File: src/dsm_regs.vh
`ifndef DSM_REGS_VH
`define DSM_REGS_VH

// Register byte offsets
`define DSM_IN_TERM_OFS 8'h00
`define DSM_OUT_TERM_OFS 8'h04
`define DSM_OP_STAT_OFS 8'h08
`define DSM_CMD_STAT_OFS 8'h0C
`define DSM_TERM_FUNC_OFS 8'h10
`define DSM_PID_SP_OFS 8'h14
`define DSM_PID_PV_OFS 8'h18
`define DSM_PID_MV_OFS 8'h1C
`define DSM_TUNE_OFS 8'h20
`define DSM_CTRL_OFS 8'h24
`define DSM_IRQ_STAT_OFS 8'h28
`define DSM_IRQ_MASK_OFS 8'h2C

// Segment vector layout: a..h, a1..h1, i..l
`define DSM_SEG_W 20
`define DSM_SEG_UP_LSB 0
`define DSM_SEG_LO_LSB 8
`define DSM_SEG_IND_LSB 16
`define DSM_SEG_IND_ON 4'hF

// Control register fields
`define DSM_CTRL_SPEED_LSB 0
`define DSM_CTRL_SPEED_W 4
`define DSM_CTRL_TCLR_BIT 8
`define DSM_CTRL_RST 4'h0

// Multi-speed function setting values
`define DSM_SPEED_TIMER_A 4'h3
`define DSM_SPEED_TIMER_B 4'h4
`define DSM_SPEED_PULSE_A 4'h5
`define DSM_SPEED_PULSE_B 4'h6

// Interrupt status bits
`define DSM_IRQ_W 4
`define DSM_IRQ_FAULT 0
`define DSM_IRQ_ARRIVE 1
`define DSM_IRQ_TDONE 2
`define DSM_IRQ_TABORT 3
`define DSM_IRQ_RST 4'h0

// Autotune progress codes
`define DSM_TUNE_IDLE 3'h0
`define DSM_TUNE_FIRST 3'h1
`define DSM_TUNE_LAST 3'h5
`define DSM_TUNE_DONE 3'h6
`define DSM_TUNE_ABORT 3'h7

`endif

File: src/dsm_monitor.v
`timescale 1ns/1ps
`default_nettype none
`include "dsm_regs.vh"
module dsm_monitor #(
    parameter PCT_W = 16
) (
    input wire clk_i,                       // 10 MHz system clock
    input wire rst_i,                       // Synchronous reset, active high
    // Wishbone slave
    input wire wb_cyc_i,                    // Bus cycle
    input wire wb_stb_i,                    // Strobe
    input wire wb_we_i,                     // Write enable
    input wire [7:0] wb_adr_i,              // Byte address
    input wire [3:0] wb_sel_i,              // Byte lanes
    input wire [31:0] wb_dat_i,             // Write data
    output wire [31:0] wb_dat_o,            // Read data
    output wire wb_ack_o,                   // Acknowledge
    output wire irq_o,                      // Level interrupt
    // Terminal pins, asynchronous
    input wire run_stop_pin_i,              // Run/stop terminal
    input wire direction_pin_i,             // Forward/reverse terminal
    input wire [4:0] multi_input_pin_i,     // multi_input_one..five
    // Output terminal states
    input wire oc_one_on_i,                 // Open collector one conducts
    input wire oc_two_on_i,                 // Open collector two conducts
    input wire relay_on_i,                  // Relay logically on
    // Operation status flags
    input wire running_i,                   // Running
    input wire reverse_i,                   // Reverse running
    input wire freq_arrival_i,              // Frequency arrival
    input wire overload_i,                  // Overload
    input wire first_freq_detect_i,         // first_frequency_detect_level reached
    input wire second_freq_detect_i,        // second_frequency_detect_level reached
    input wire cur_upper_detect_i,          // Current upper limit
    input wire cur_lower_detect_i,          // Current lower limit
    input wire pid_tuning_i,                // PID autotuning active
    input wire timer_op_i,                  // Timer operation active
    input wire motor_tuning_i,              // Motor-constant tuning active
    input wire abnormal_i,                  // Abnormality present
    input wire speed_search_i,              // Speed search active
    input wire winding_mode_i,              // Winding-mode control active
    // Command flags
    input wire run_cmd_i,                   // Run command present
    input wire reverse_cmd_i,               // Reverse command present
    input wire [4:0] multi_cmd_i,           // Multi input commands one..five
    // Terminal function flags, a..h then a1..h1
    input wire [15:0] term_func_i,          // Active terminal functions
    // PID values in percent
    input wire [PCT_W-1:0] pid_setpoint_i,  // pid_setpoint
    input wire [PCT_W-1:0] pid_measured_i,  // pid_measured_value
    input wire [PCT_W-1:0] pid_output_i,    // pid_output_value
    // Autotune progress events
    input wire tune_start_i,                // Tuning starts, pulse
    input wire tune_step_i,                 // Tuning advances, pulse
    input wire tune_done_i,                 // Tuning completed, pulse
    input wire tune_abort_i,                // Tuning aborted, pulse
    // Display outputs
    output wire [`DSM_SEG_W-1:0] input_terminal_monitor_o,     // Segments
    output wire [`DSM_SEG_W-1:0] output_terminal_monitor_o,    // Segments
    output wire [`DSM_SEG_W-1:0] operation_status_monitor_o,   // Segments
    output wire [`DSM_SEG_W-1:0] command_status_monitor_o,     // Segments
    output wire [`DSM_SEG_W-1:0] terminal_function_monitor_o,  // Segments
    output wire [PCT_W-1:0] pid_setpoint_monitor_o,            // Percent
    output wire [PCT_W-1:0] pid_measured_monitor_o,            // Percent
    output wire [PCT_W-1:0] pid_output_monitor_o,              // Percent
    output wire [2:0] autotune_progress_monitor_o              // Progress code
);
    // ----------------------------------------
    // Pin synchronisation and autotune tracker
    // ----------------------------------------
    wire [6:0] term_sync;
    wire [2:0] tune_code;
    wire tune_clear;

    dsm_pin_sync #(
        .W(7)
    ) u_sync (
        .clk_i(clk_i),
        .rst_i(rst_i),
        .pin_i({multi_input_pin_i, direction_pin_i, run_stop_pin_i}),
        .sync_o(term_sync)
    );

    dsm_tune_track u_tune (
        .clk_i(clk_i),
        .rst_i(rst_i),
        .start_i(tune_start_i),
        .step_i(tune_step_i),
        .done_i(tune_done_i),
        .abort_i(tune_abort_i),
        .clear_i(tune_clear),
        .code_o(tune_code)
    );

    // ----------------------------------------
    // Control registers
    // ----------------------------------------
    reg [`DSM_CTRL_SPEED_W-1:0] speed_set_r;
    reg [`DSM_IRQ_W-1:0] irq_stat_r;
    reg [`DSM_IRQ_W-1:0] irq_mask_r;
    reg ack_r;
    reg [31:0] rdat_r;

    // Writes land on the edge that samples ack high, so a held request writes once
    wire bus_req = wb_cyc_i & wb_stb_i;
    wire wr_take = bus_req & wb_we_i & ack_r;
    wire wr_ctrl = wr_take & (wb_adr_i == `DSM_CTRL_OFS);
    wire wr_stat = wr_take & (wb_adr_i == `DSM_IRQ_STAT_OFS) & wb_sel_i[0];
    wire wr_mask = wr_take & (wb_adr_i == `DSM_IRQ_MASK_OFS) & wb_sel_i[0];

    // Clear is a one-shot: writing the bit acknowledges a tuning result
    assign tune_clear = wr_ctrl & wb_sel_i[1] & wb_dat_i[`DSM_CTRL_TCLR_BIT];

    always @(posedge clk_i) begin
        if (rst_i) begin
            speed_set_r <= `DSM_CTRL_RST;
            irq_mask_r <= `DSM_IRQ_RST;
        end else begin
            if (wr_ctrl && wb_sel_i[0]) begin
                speed_set_r <= wb_dat_i[`DSM_CTRL_SPEED_LSB +: `DSM_CTRL_SPEED_W];
            end
            if (wr_mask) begin
                irq_mask_r <= wb_dat_i[`DSM_IRQ_W-1:0];
            end
        end
    end

    // ----------------------------------------
    // Segment patterns
    // ----------------------------------------
    reg [`DSM_SEG_W-1:0] in_seg_r;
    reg [`DSM_SEG_W-1:0] out_seg_r;
    reg [`DSM_SEG_W-1:0] op_seg_r;
    reg [`DSM_SEG_W-1:0] cmd_seg_r;
    reg [`DSM_SEG_W-1:0] func_seg_r;
    reg [PCT_W-1:0] sp_r;
    reg [PCT_W-1:0] pv_r;
    reg [PCT_W-1:0] mv_r;

    wire timer_mode = (speed_set_r == `DSM_SPEED_TIMER_A) | (speed_set_r == `DSM_SPEED_TIMER_B);
    wire pulse_mode = (speed_set_r == `DSM_SPEED_PULSE_A) | (speed_set_r == `DSM_SPEED_PULSE_B);
    wire timer_seg = timer_mode & run_cmd_i;
    wire pulse_seg = pulse_mode & run_cmd_i;
    reg [`DSM_SEG_W-1:0] in_seg_nxt;
    reg [`DSM_SEG_W-1:0] out_seg_nxt;
    reg [`DSM_SEG_W-1:0] op_seg_nxt;
    reg [`DSM_SEG_W-1:0] cmd_seg_nxt;
    reg [`DSM_SEG_W-1:0] func_seg_nxt;

    // Row slots come from the shared layout so every monitor stays aligned
    always @* begin
        in_seg_nxt = {`DSM_SEG_W{1'b0}};
        in_seg_nxt[`DSM_SEG_LO_LSB +: 7] = term_sync;
        out_seg_nxt = {`DSM_SEG_W{1'b0}};
        out_seg_nxt[`DSM_SEG_LO_LSB +: 2] = {oc_two_on_i, oc_one_on_i};
        // Relay uses the logical state so contact polarity has no effect
        out_seg_nxt[`DSM_SEG_LO_LSB + 2] = relay_on_i;
        op_seg_nxt = {`DSM_SEG_W{1'b0}};
        op_seg_nxt[`DSM_SEG_UP_LSB +: 8] = {cur_lower_detect_i, cur_upper_detect_i, second_freq_detect_i,
            first_freq_detect_i, overload_i, freq_arrival_i, reverse_i, running_i};
        op_seg_nxt[`DSM_SEG_LO_LSB +: 6] = {winding_mode_i, speed_search_i, abnormal_i,
            motor_tuning_i, timer_op_i, pid_tuning_i};
        op_seg_nxt[`DSM_SEG_IND_LSB +: 4] = `DSM_SEG_IND_ON;
        cmd_seg_nxt = {`DSM_SEG_W{1'b0}};
        cmd_seg_nxt[`DSM_SEG_UP_LSB +: 7] = {multi_cmd_i, reverse_cmd_i, run_cmd_i};
        cmd_seg_nxt[`DSM_SEG_UP_LSB + 7] = timer_seg;
        cmd_seg_nxt[`DSM_SEG_LO_LSB] = pulse_seg;
        cmd_seg_nxt[`DSM_SEG_IND_LSB +: 4] = `DSM_SEG_IND_ON;
        func_seg_nxt = {`DSM_SEG_W{1'b0}};
        func_seg_nxt[`DSM_SEG_UP_LSB +: 8] = term_func_i[7:0];
        func_seg_nxt[`DSM_SEG_LO_LSB +: 8] = term_func_i[15:8];
        func_seg_nxt[`DSM_SEG_IND_LSB +: 4] = `DSM_SEG_IND_ON;
    end

    always @(posedge clk_i) begin
        if (rst_i) begin
            in_seg_r <= {`DSM_SEG_W{1'b0}};
            out_seg_r <= {`DSM_SEG_W{1'b0}};
            op_seg_r <= {`DSM_SEG_W{1'b0}};
            cmd_seg_r <= {`DSM_SEG_W{1'b0}};
            func_seg_r <= {`DSM_SEG_W{1'b0}};
            sp_r <= {PCT_W{1'b0}};
            pv_r <= {PCT_W{1'b0}};
            mv_r <= {PCT_W{1'b0}};
        end else begin
            // Patterns refresh every cycle from the live flags
            in_seg_r <= in_seg_nxt;
            out_seg_r <= out_seg_nxt;
            op_seg_r <= op_seg_nxt;
            cmd_seg_r <= cmd_seg_nxt;
            func_seg_r <= func_seg_nxt;
            sp_r <= pid_setpoint_i;
            pv_r <= pid_measured_i;
            mv_r <= pid_output_i;
        end
    end

    // ----------------------------------------
    // Interrupt events
    // ----------------------------------------
    reg abnormal_d_r;
    reg arrival_d_r;
    wire [`DSM_IRQ_W-1:0] irq_evt;

    always @(posedge clk_i) begin
        if (rst_i) begin
            abnormal_d_r <= 1'b0;
            arrival_d_r <= 1'b0;
        end else begin
            abnormal_d_r <= abnormal_i;
            arrival_d_r <= freq_arrival_i;
        end
    end

    assign irq_evt[`DSM_IRQ_FAULT] = abnormal_i & ~abnormal_d_r;
    assign irq_evt[`DSM_IRQ_ARRIVE] = freq_arrival_i & ~arrival_d_r;
    assign irq_evt[`DSM_IRQ_TDONE] = tune_done_i;
    assign irq_evt[`DSM_IRQ_TABORT] = tune_abort_i;

    // A new event in the clearing cycle survives the write-one clear
    always @(posedge clk_i) begin
        if (rst_i) begin
            irq_stat_r <= `DSM_IRQ_RST;
        end else if (wr_stat) begin
            irq_stat_r <= (irq_stat_r & ~wb_dat_i[`DSM_IRQ_W-1:0]) | irq_evt;
        end else begin
            irq_stat_r <= irq_stat_r | irq_evt;
        end
    end

    assign irq_o = |(irq_stat_r & irq_mask_r);

    // ----------------------------------------
    // Wishbone read path
    // ----------------------------------------
    // Unmapped offsets read zero and are still acknowledged
    reg [31:0] rd_mux;

    always @* begin
        case (wb_adr_i)
            `DSM_IN_TERM_OFS: rd_mux = {12'h000, in_seg_r};
            `DSM_OUT_TERM_OFS: rd_mux = {12'h000, out_seg_r};
            `DSM_OP_STAT_OFS: rd_mux = {12'h000, op_seg_r};
            `DSM_CMD_STAT_OFS: rd_mux = {12'h000, cmd_seg_r};
            `DSM_TERM_FUNC_OFS: rd_mux = {12'h000, func_seg_r};
            `DSM_PID_SP_OFS: rd_mux = {{(32-PCT_W){1'b0}}, sp_r};
            `DSM_PID_PV_OFS: rd_mux = {{(32-PCT_W){1'b0}}, pv_r};
            `DSM_PID_MV_OFS: rd_mux = {{(32-PCT_W){1'b0}}, mv_r};
            `DSM_TUNE_OFS: rd_mux = {29'h0000_0000, tune_code};
            `DSM_CTRL_OFS: rd_mux = {28'h000_0000, speed_set_r};
            `DSM_IRQ_STAT_OFS: rd_mux = {28'h000_0000, irq_stat_r};
            `DSM_IRQ_MASK_OFS: rd_mux = {28'h000_0000, irq_mask_r};
            default: rd_mux = 32'h0000_0000;
        endcase
    end

    // One wait state: ack follows a request by one edge and drops after one cycle
    always @(posedge clk_i) begin
        if (rst_i) begin
            ack_r <= 1'b0;
            rdat_r <= 32'h0000_0000;
        end else begin
            ack_r <= bus_req & ~ack_r;
            // Read data is latched when the request is taken and stands until the next one
            if (bus_req && !ack_r) begin
                rdat_r <= rd_mux;
            end
        end
    end

    assign wb_ack_o = ack_r;
    assign wb_dat_o = rdat_r;

    // ----------------------------------------
    // Display outputs
    // ----------------------------------------
    assign input_terminal_monitor_o = in_seg_r;
    assign output_terminal_monitor_o = out_seg_r;
    assign operation_status_monitor_o = op_seg_r;
    assign command_status_monitor_o = cmd_seg_r;
    assign terminal_function_monitor_o = func_seg_r;
    assign pid_setpoint_monitor_o = sp_r;
    assign pid_measured_monitor_o = pv_r;
    assign pid_output_monitor_o = mv_r;
    assign autotune_progress_monitor_o = tune_code;
endmodule
`default_nettype wire

File: src/dsm_pin_sync.v
`timescale 1ns/1ps
`default_nettype none
module dsm_pin_sync #(
    parameter W = 7
) (
    input wire clk_i,          // System clock
    input wire rst_i,          // Synchronous reset
    input wire [W-1:0] pin_i,  // Asynchronous pin levels
    output wire [W-1:0] sync_o // Filtered levels
);
    reg [W-1:0] s1_r;
    reg [W-1:0] s2_r;
    reg [W-1:0] s3_r;
    reg [W-1:0] out_r;
    integer k;

    // A bit moves only once the second and third stages agree
    always @(posedge clk_i) begin
        if (rst_i) begin
            s1_r <= {W{1'b0}};
            s2_r <= {W{1'b0}};
            s3_r <= {W{1'b0}};
            out_r <= {W{1'b0}};
        end else begin
            s1_r <= pin_i;
            s2_r <= s1_r;
            s3_r <= s2_r;
            for (k = 0; k < W; k = k + 1) begin
                if (s2_r[k] == s3_r[k]) begin
                    out_r[k] <= s3_r[k];
                end
            end
        end
    end

    assign sync_o = out_r;
endmodule
`default_nettype wire

File: src/dsm_tune_track.v
`timescale 1ns/1ps
`default_nettype none
`include "dsm_regs.vh"
module dsm_tune_track (
    input wire clk_i,          // System clock
    input wire rst_i,          // Synchronous reset
    input wire start_i,        // Tuning begins, pulse
    input wire step_i,         // Tuning phase advances, pulse
    input wire done_i,         // Measurement completed, pulse
    input wire abort_i,        // Measurement aborted, pulse
    input wire clear_i,        // Result acknowledged, pulse
    output wire [2:0] code_o   // Progress code
);
    reg [2:0] code_r;
    reg [2:0] code_nxt;

    always @* begin
        code_nxt = code_r;
        if (abort_i && code_r != `DSM_TUNE_IDLE && code_r <= `DSM_TUNE_LAST) begin
            code_nxt = `DSM_TUNE_ABORT;
        end else if (done_i && code_r != `DSM_TUNE_IDLE && code_r <= `DSM_TUNE_LAST) begin
            code_nxt = `DSM_TUNE_DONE;
        end else if (start_i) begin
            code_nxt = `DSM_TUNE_FIRST;
        end else if (step_i && code_r != `DSM_TUNE_IDLE && code_r < `DSM_TUNE_LAST) begin
            code_nxt = code_r + 3'h1;
        end else if (clear_i && code_r > `DSM_TUNE_LAST) begin
            code_nxt = `DSM_TUNE_IDLE;
        end
    end

    always @(posedge clk_i) begin
        if (rst_i) begin
            code_r <= `DSM_TUNE_IDLE;
        end else begin
            code_r <= code_nxt;
        end
    end

    assign code_o = code_r;
endmodule
`default_nettype wire
File: config.mk
export PLATFORM = sky130hd
export DESIGN_NAME = dsm_monitor
export DESIGN_NICKNAME = d
export VERILOG_FILES = /design/src/dsm_monitor.v /design/src/dsm_pin_sync.v /design/src/dsm_tune_track.v
export VERILOG_INCLUDE_DIRS = /design/src /design/src/src
export SDC_FILE = /design/constraint.sdc
export NUM_CORES = 1
export LEC_CHECK = 0
export BUFFER_PORTS_ARGS = -buffer_cell sky130_fd_sc_hd__buf_2
export CORE_AREA = 2 2 129 131
export DETAILED_ROUTE_END_ITERATION = 12
export DIE_AREA = 0 0 131 133
export PLACE_DENSITY = 0.69
export SYNTH_ARGS = -nofsm -noshare
export SYNTH_HDL_FRONTEND = slang
export SYNTH_SLANG_ARGS = --single-unit
export TNS_END_PERCENT = 20
File: constraint.sdc
create_clock -name clk_i -period 4.95 [get_ports clk_i]
set_clock_uncertainty 0.05 [all_clocks]
set_input_delay 0.99 -clock clk_i [delete_from_list [all_inputs] [get_ports clk_i]]
set_output_delay 0.99 -clock clk_i [all_outputs]
set_load 0.02 [all_outputs]
# Word-level counts from Yosys, hierarchy flattened
# Index checks and enable logic that the tools add are counted.
dict set report totals {
  register_bits 226
  wordCells 106
  out_inout_bits 185
  inputBits 148
}
dict set report op_classes {
  order_cmp 3
  add_sub_neg 1
  reduce_logical 14
  eq_ne 22
  n_mux 10
  n_bitwise 25
}
# op count
set op_table {}
lappend op_table {{$pmux W20 S12} 1}
lappend op_table {{$mux W20} 3}
lappend op_table {{$eq A8 B5 Y1 const B} 4}
lappend op_table {{$eq A8 B6 Y1 const B} 4}
lappend op_table {{$eq A8 B4 Y1 const B} 2}
lappend op_table {{$and A1 B1 Y1} 15}
lappend op_table {{$mux W3} 5}
lappend op_table {{$eq A4 B3 Y1 const B} 3}
lappend op_table {{$logic_and A1 B1 Y1} 9}
lappend op_table {{$and A4 B4 Y4} 2}
lappend op_table {{$eq A8 B3 Y1 const B} 1}
lappend op_table {{$logic_not A8 Y1} 1}
lappend op_table {{$or A4 B4 Y4} 2}
lappend op_table {{$eq A1 B1 Y1} 7}
lappend op_table {{$reduce_bool A5 Y1} 1}
lappend op_table {{$eq A4 B2 Y1 const B} 1}
lappend op_table {{$mux W4} 1}
lappend op_table {{$not A4 Y4} 1}
lappend op_table {{$reduce_or A4 Y1} 1}
lappend op_table {{$add A3 B1 Y3 const B} 1}
lappend op_table {{$gt A3 B3 Y1 const B} 1}
lappend op_table {{$le A3 B3 Y1 const B} 1}
lappend op_table {{$lt A3 B3 Y1 const B} 1}
lappend op_table {{$not A1 Y1} 3}
lappend op_table {{other kinds (3)} 4}

# Logic depth before layout (Yosys ltp)
dict set report logic_depth {
  ltp_word 12
  depth_mapped 7
  ltp_nobuf 6
}

# Hierarchy
# From an unflattened synthesis, not the netlist that was laid out.
dict set report unflattened {
  hier_cells 651
  area_unflattened_um2 6628.9
}
# mod instances cells_each area_per_inst_um2
set by_module_without_submodules {}
lappend by_module_without_submodules {dsm_monitor 1 546 5421.4}
lappend by_module_without_submodules {dsm_pin_sync 1 73 913.4}
lappend by_module_without_submodules {dsm_tune_track 1 32 294.0}

# Worst setup path before layout
# No wires, ideal clock.
dict set report synth_path {
  path_type {input -> register}
  startpoint {in wb_adr_i[5]}
  endpoint {reg irq_mask_r[0]}
  stages 6
  required_ns 4.772
  n_path_buf 2
  path_slack_ns 2.414
  t_arrival_ns 2.359
  cell_sequence {buf_6 or4b_1 buf_6 nor4_4 mux2i_1 nor2_1}
}
dict set report synth_via {
  elab_chain_len 3
}
# item line_no
set synth_rtl {}
lappend synth_rtl {{start, declared} dsm_monitor.v:13} ;# input wire [7:0] wb_adr_i,
lappend synth_rtl {{$eq A8 B6 Y1} --}
lappend synth_rtl {{$and A1 B1 Y1 (2 in a row)} dsm_monitor.v:109} ;# wire wr_mask = wr_take & (wb_adr_i == `DSM_IRQ_MASK_OFS) & wb_sel_i[0];
lappend synth_rtl {{end signal, assigned} dsm_monitor.v:117} ;# irq_mask_r <= `DSM_IRQ_RST;
lappend synth_rtl {{end signal, assigned} dsm_monitor.v:123} ;# irq_mask_r <= wb_dat_i[`DSM_IRQ_W-1:0];
lappend synth_rtl {{end, declared} dsm_monitor.v:100} ;# reg [`DSM_IRQ_W-1:0] irq_mask_r;
# No other way between the ends.
# A chain may end at the register's enable or synchronous reset.

# Worst setup path in the final report
dict set report layout_path {
  startpoint {in wb_adr_i[4]}
  endpoint {reg rdat_r[4], in the netlist wb_dat_o[4]}
}
dict set report layout_via {
  elab_chain_len 2
  elab_cells_between_ends 13
  classes_between {eq/ne: 11; mux: 1; reduce/logical: 1}
}
# item line_no
set layout_rtl {}
lappend layout_rtl {{$eq A8 B6 Y1, or another cell as far along} dsm_monitor.v:240} ;# case (wb_adr_i)
lappend layout_rtl {{$pmux W20 S12 *} dsm_monitor.v:240}
lappend layout_rtl {{end signal, assigned} dsm_monitor.v:266} ;# rdat_r <= rd_mux;
lappend layout_rtl {{end, declared} dsm_monitor.v:102} ;# reg [31:0] rdat_r;
# Mark *: on every way between the ends. The rest lies on a longest branch, timed or not.

==> results.tsv <==
stage	metric	value	unit
detailed_routing	vias_per_cell	4.70	
clock_tree	ctsHoldBuffers	0	
detailed_routing	met1_length	8.08	mm
layout	layout-drive-gt1-share	0.353	
place	numPortBuffers	252	
global_route	antenna_found_initial	3	
layout	nets	1005	
floorplan	core_area	16200	sq um
floorplan	num_rows	47	
flow_run	drv_cap	0	
detailed_routing	drc	0	
detailed_routing	wl_met3	1.22	mm
logic_synthesis	syn-cell-area	6430	sq um
detailed_routing	wl_met2	8.80	mm
logic_synthesis	synth_seq_area_share	0.495	
sta	holdWs	0.385	ns
sta	finalHoldViolations	0	
pwr	power_frac_seq	0.454	
logic_synthesis	synth_cell_type_count	60	
logic_synthesis	synth_ff_type	dfxtp_1	
global_route	grt_pass1_vias	4871	
floorplan	die-height	133	um
global_route	grt_pass1_wl	27.3	mm
pwr	power.internal	0.00222	W
pwr	combinationalPowerShare	0.125	
global_route	grt-ovfl-total	0	
pwr	p_per_area	375	nW/um^2
global_route	grt_max_degree	81	
floorplan	start_util	0.397	
logic_synthesis	yosysTopAreaCellShare	0.495	
detailed_routing	wl_per_cell	16.9	um
sta	final-max-slew-violation-count	0	
logic_synthesis	synth_area_per_cell	10.2	sq um
setup_path	cp-end-kind	flop	
detailed_routing	wirelength	18.4	mm
clock_tree	cts_sinks	159	
setup_path	crit_arrival	3.11	ns
sta	setup_tns	0	ns
detailed_routing	ant_nets	0	
logic_synthesis	synthTopCellsByCount	dfxtp_1, nor2b_1, buf_4	
clock_tree	cts_tree	yes	
clock_tree	postCtsSetupBuffers	0	
detailed_routing	maxUsedRoutingLayer	met4	
sta	period_share	0.574	
sta	grt_setup_unrepaired	false	
logic_synthesis	synth_warnings	0	
sta	slew_headroom	0.260	
clock_tree	cts-resized-gates	0	
sta	report.final.setup_viol	0	
layout	synthToLayoutAreaGrowth	26.1	%
floorplan	design.portCount	333	
logic_synthesis	synth.area.top_cells	dfxtp_1, nor2b_1, buf_4, mux2i_1, mux4_2	
logic_synthesis	yosysMostFrequentCell	dfxtp_1	
detailed_routing	firstDrtPassIters	4	
place	hpwl	14.0	mm
logic_synthesis	ys_ff_latch	159	
global_route	grt_use_total	0.209	
clock_tree	cts_buffer_depth	2	
clock_tree	clk_latency	0.42	ns
layout	fin_util	0.501	
logic_synthesis	yosysTopAreaCell	dfxtp_1	
clock_tree	cts_made_buffers	17	
worst_hold_path	min_path_type	reg -> reg	
setup_path	cp_max_fo	25	
logic_synthesis	synthCells	632	
sta	period_needed	2.84	ns
setup_path	crit_required	5.22	ns
sta	fmax	352	MHz
logic_synthesis	async_flop_share	0	
pwr	vdd_ir_drop_max	0.219	mV
pwr	power.share.clock	0.421	
pwr	switching_share	0.267	
logic_synthesis	synth-edff-count	0	
sta	tightest_slew	1.11	ns
pwr	net-switching-power	0.000810	W
clock_tree	h-tree-depth	4	
setup_path	critPathKind	in -> reg	
place	place.gp.congestion	0.857	
detailed_routing	drtIter0Drc	259	
clock_tree	clk_pin_slew	0.06	ns
setup_path	critPathLaunchType	primary input	
detailed_routing	vias	5126	
floorplan	dieArea	17400	sq um
pwr	p_leak	3.69	nW
floorplan	fp.dieW	131	um
run_status	outcome	complete, no violations	
clock_tree	root_buffer	clkbuf_16	
[cell type report]
class	instances	area (sq um)
inverters	8	30.0
flip-flops and latches	159	3180
clock buffers	20	437
repair buffers	256	1290
multi-input cells	413	2740
clock inverters	12	133
diodes	3	7.51
well taps	220	275
fillers	1548	8070
[worst max-delay path, cell delays in order]
cell     delay, ns
buf_2         0.41
nor2b_1       0.94
a22oi_1       0.24
o22a_1        0.31
o31ai_1       0.20
[state kept, by name, summed over array words and instances, names as in the netlist]
register	count
u_sync.s2_r	7
command_status_monitor_o	9
u_sync.sync_o	7
u_sync.s1_r	7
wb_dat_o	17
pid_setpoint_monitor_o	16
u_sync.s3_r	7
irq_mask_r	4
pid_output_monitor_o	16
irq_stat_r	4
operation_status_monitor_o	14
terminal_function_monitor_o	17
speed_set_r	4
u_tune.code_o	3
wb_ack_o	1
output_terminal_monitor_o	3
pid_measured_monitor_o	16
input_terminal_monitor_o	7
[layer usage]
| layer | GRT usage | up-vias |
|---|---|---|
| met5 | 0 | - |
| met4 | 0.0656 | 0 |
| met3 | 0.0586 | 18 |
| met2 | 0.338 | 206 |
| met1 | 0.270 | 2387 |
| li1 | - | 2515 |
[stage by stage]
step / setup WS, ns / cells / total power (W) / instance area, sq um
after floorplan: 2.41 / 682 / 0.00167 / 6620
after detailed placement: 1.65 / 1056 / 0.00178 / 7530
after CTS: 2.08 / 1088 / 0.00306 / 8100
after global routing: 1.90 / 1089 / 0.00316 / 8100
after global placement: 1.77 / 1056 / 0.00178 / 7530
final: 2.11 / 1091 / 0.00303 / 8100
[logic make-up (layout without fill, tap and decap cells)]
group / Yosys count / in the layout / synth area share
other: 1 / 54 / 0.000583
and+or+nand+nor: 220 / 220 / 0.205
buffers and inverters: 110 / 296 / 0.107
xor gates and xnor gates: 1 / 1 / 0.00136
adders and majority gates: 2 / 2 / 0.00389
AOI/OAI and AO/OA: 101 / 101 / 0.113
muxes: 38 / 38 / 0.0738
DFF: 159 / 159 / 0.495
[power by group through the flow]
stage | registers (W) | logic, W | clock network (W)
final | 0.00138 | 0.000379 | 0.00128
after CTS | 0.00138 | 0.000381 | 0.00130
after floorplan | 0.00145 | 0.000227 | 0
after global routing | 0.00138 | 0.000411 | 0.00136
after detailed placement | 0.00140 | 0.000380 | 0
after global placement | 0.00140 | 0.000377 | 0
[layout by cell type, fill, tap and decap left out, types with 5 or more instances in the layout]
cell and n:
buf_2 251, dfxtp_1 159, nor2b_1 125, conb_1 51
nand2_1 30, mux2i_1 26, nor2_1 21, o21ai_0 21
clkbuf_16 17, a21oi_1 15, o2bb2ai_1 11, a22oi_1 10
inv_1 8, mux4_2 7, a22o_1 7, a311oi_1 6
nor3_1 5, nand3_1 5, a221oi_1 5, mux2_2 5
buf_4 5
[path summary, 6_finish.rpt]
check	start	depth (start not counted)	slack [ns]	endpoint
worst min-delay path	u_sync.s1_r[5]$_SDFF_PP0_	1	0.38	u_sync.s2_r[5]$_SDFF_PP0_
worst max-delay path	wb_adr_i[4]	5	2.11	wb_dat_o[4]$_SDFFE_PP0P_
worst max register to register	wb_ack_o$_SDFF_PP0_	4	3.00	wb_dat_o[9]$_SDFFE_PP0P_
worst min register to register	u_sync.s1_r[5]$_SDFF_PP0_	1	0.38	u_sync.s2_r[5]$_SDFF_PP0_
Note: power is estimated with default switching activity, not from simulation.
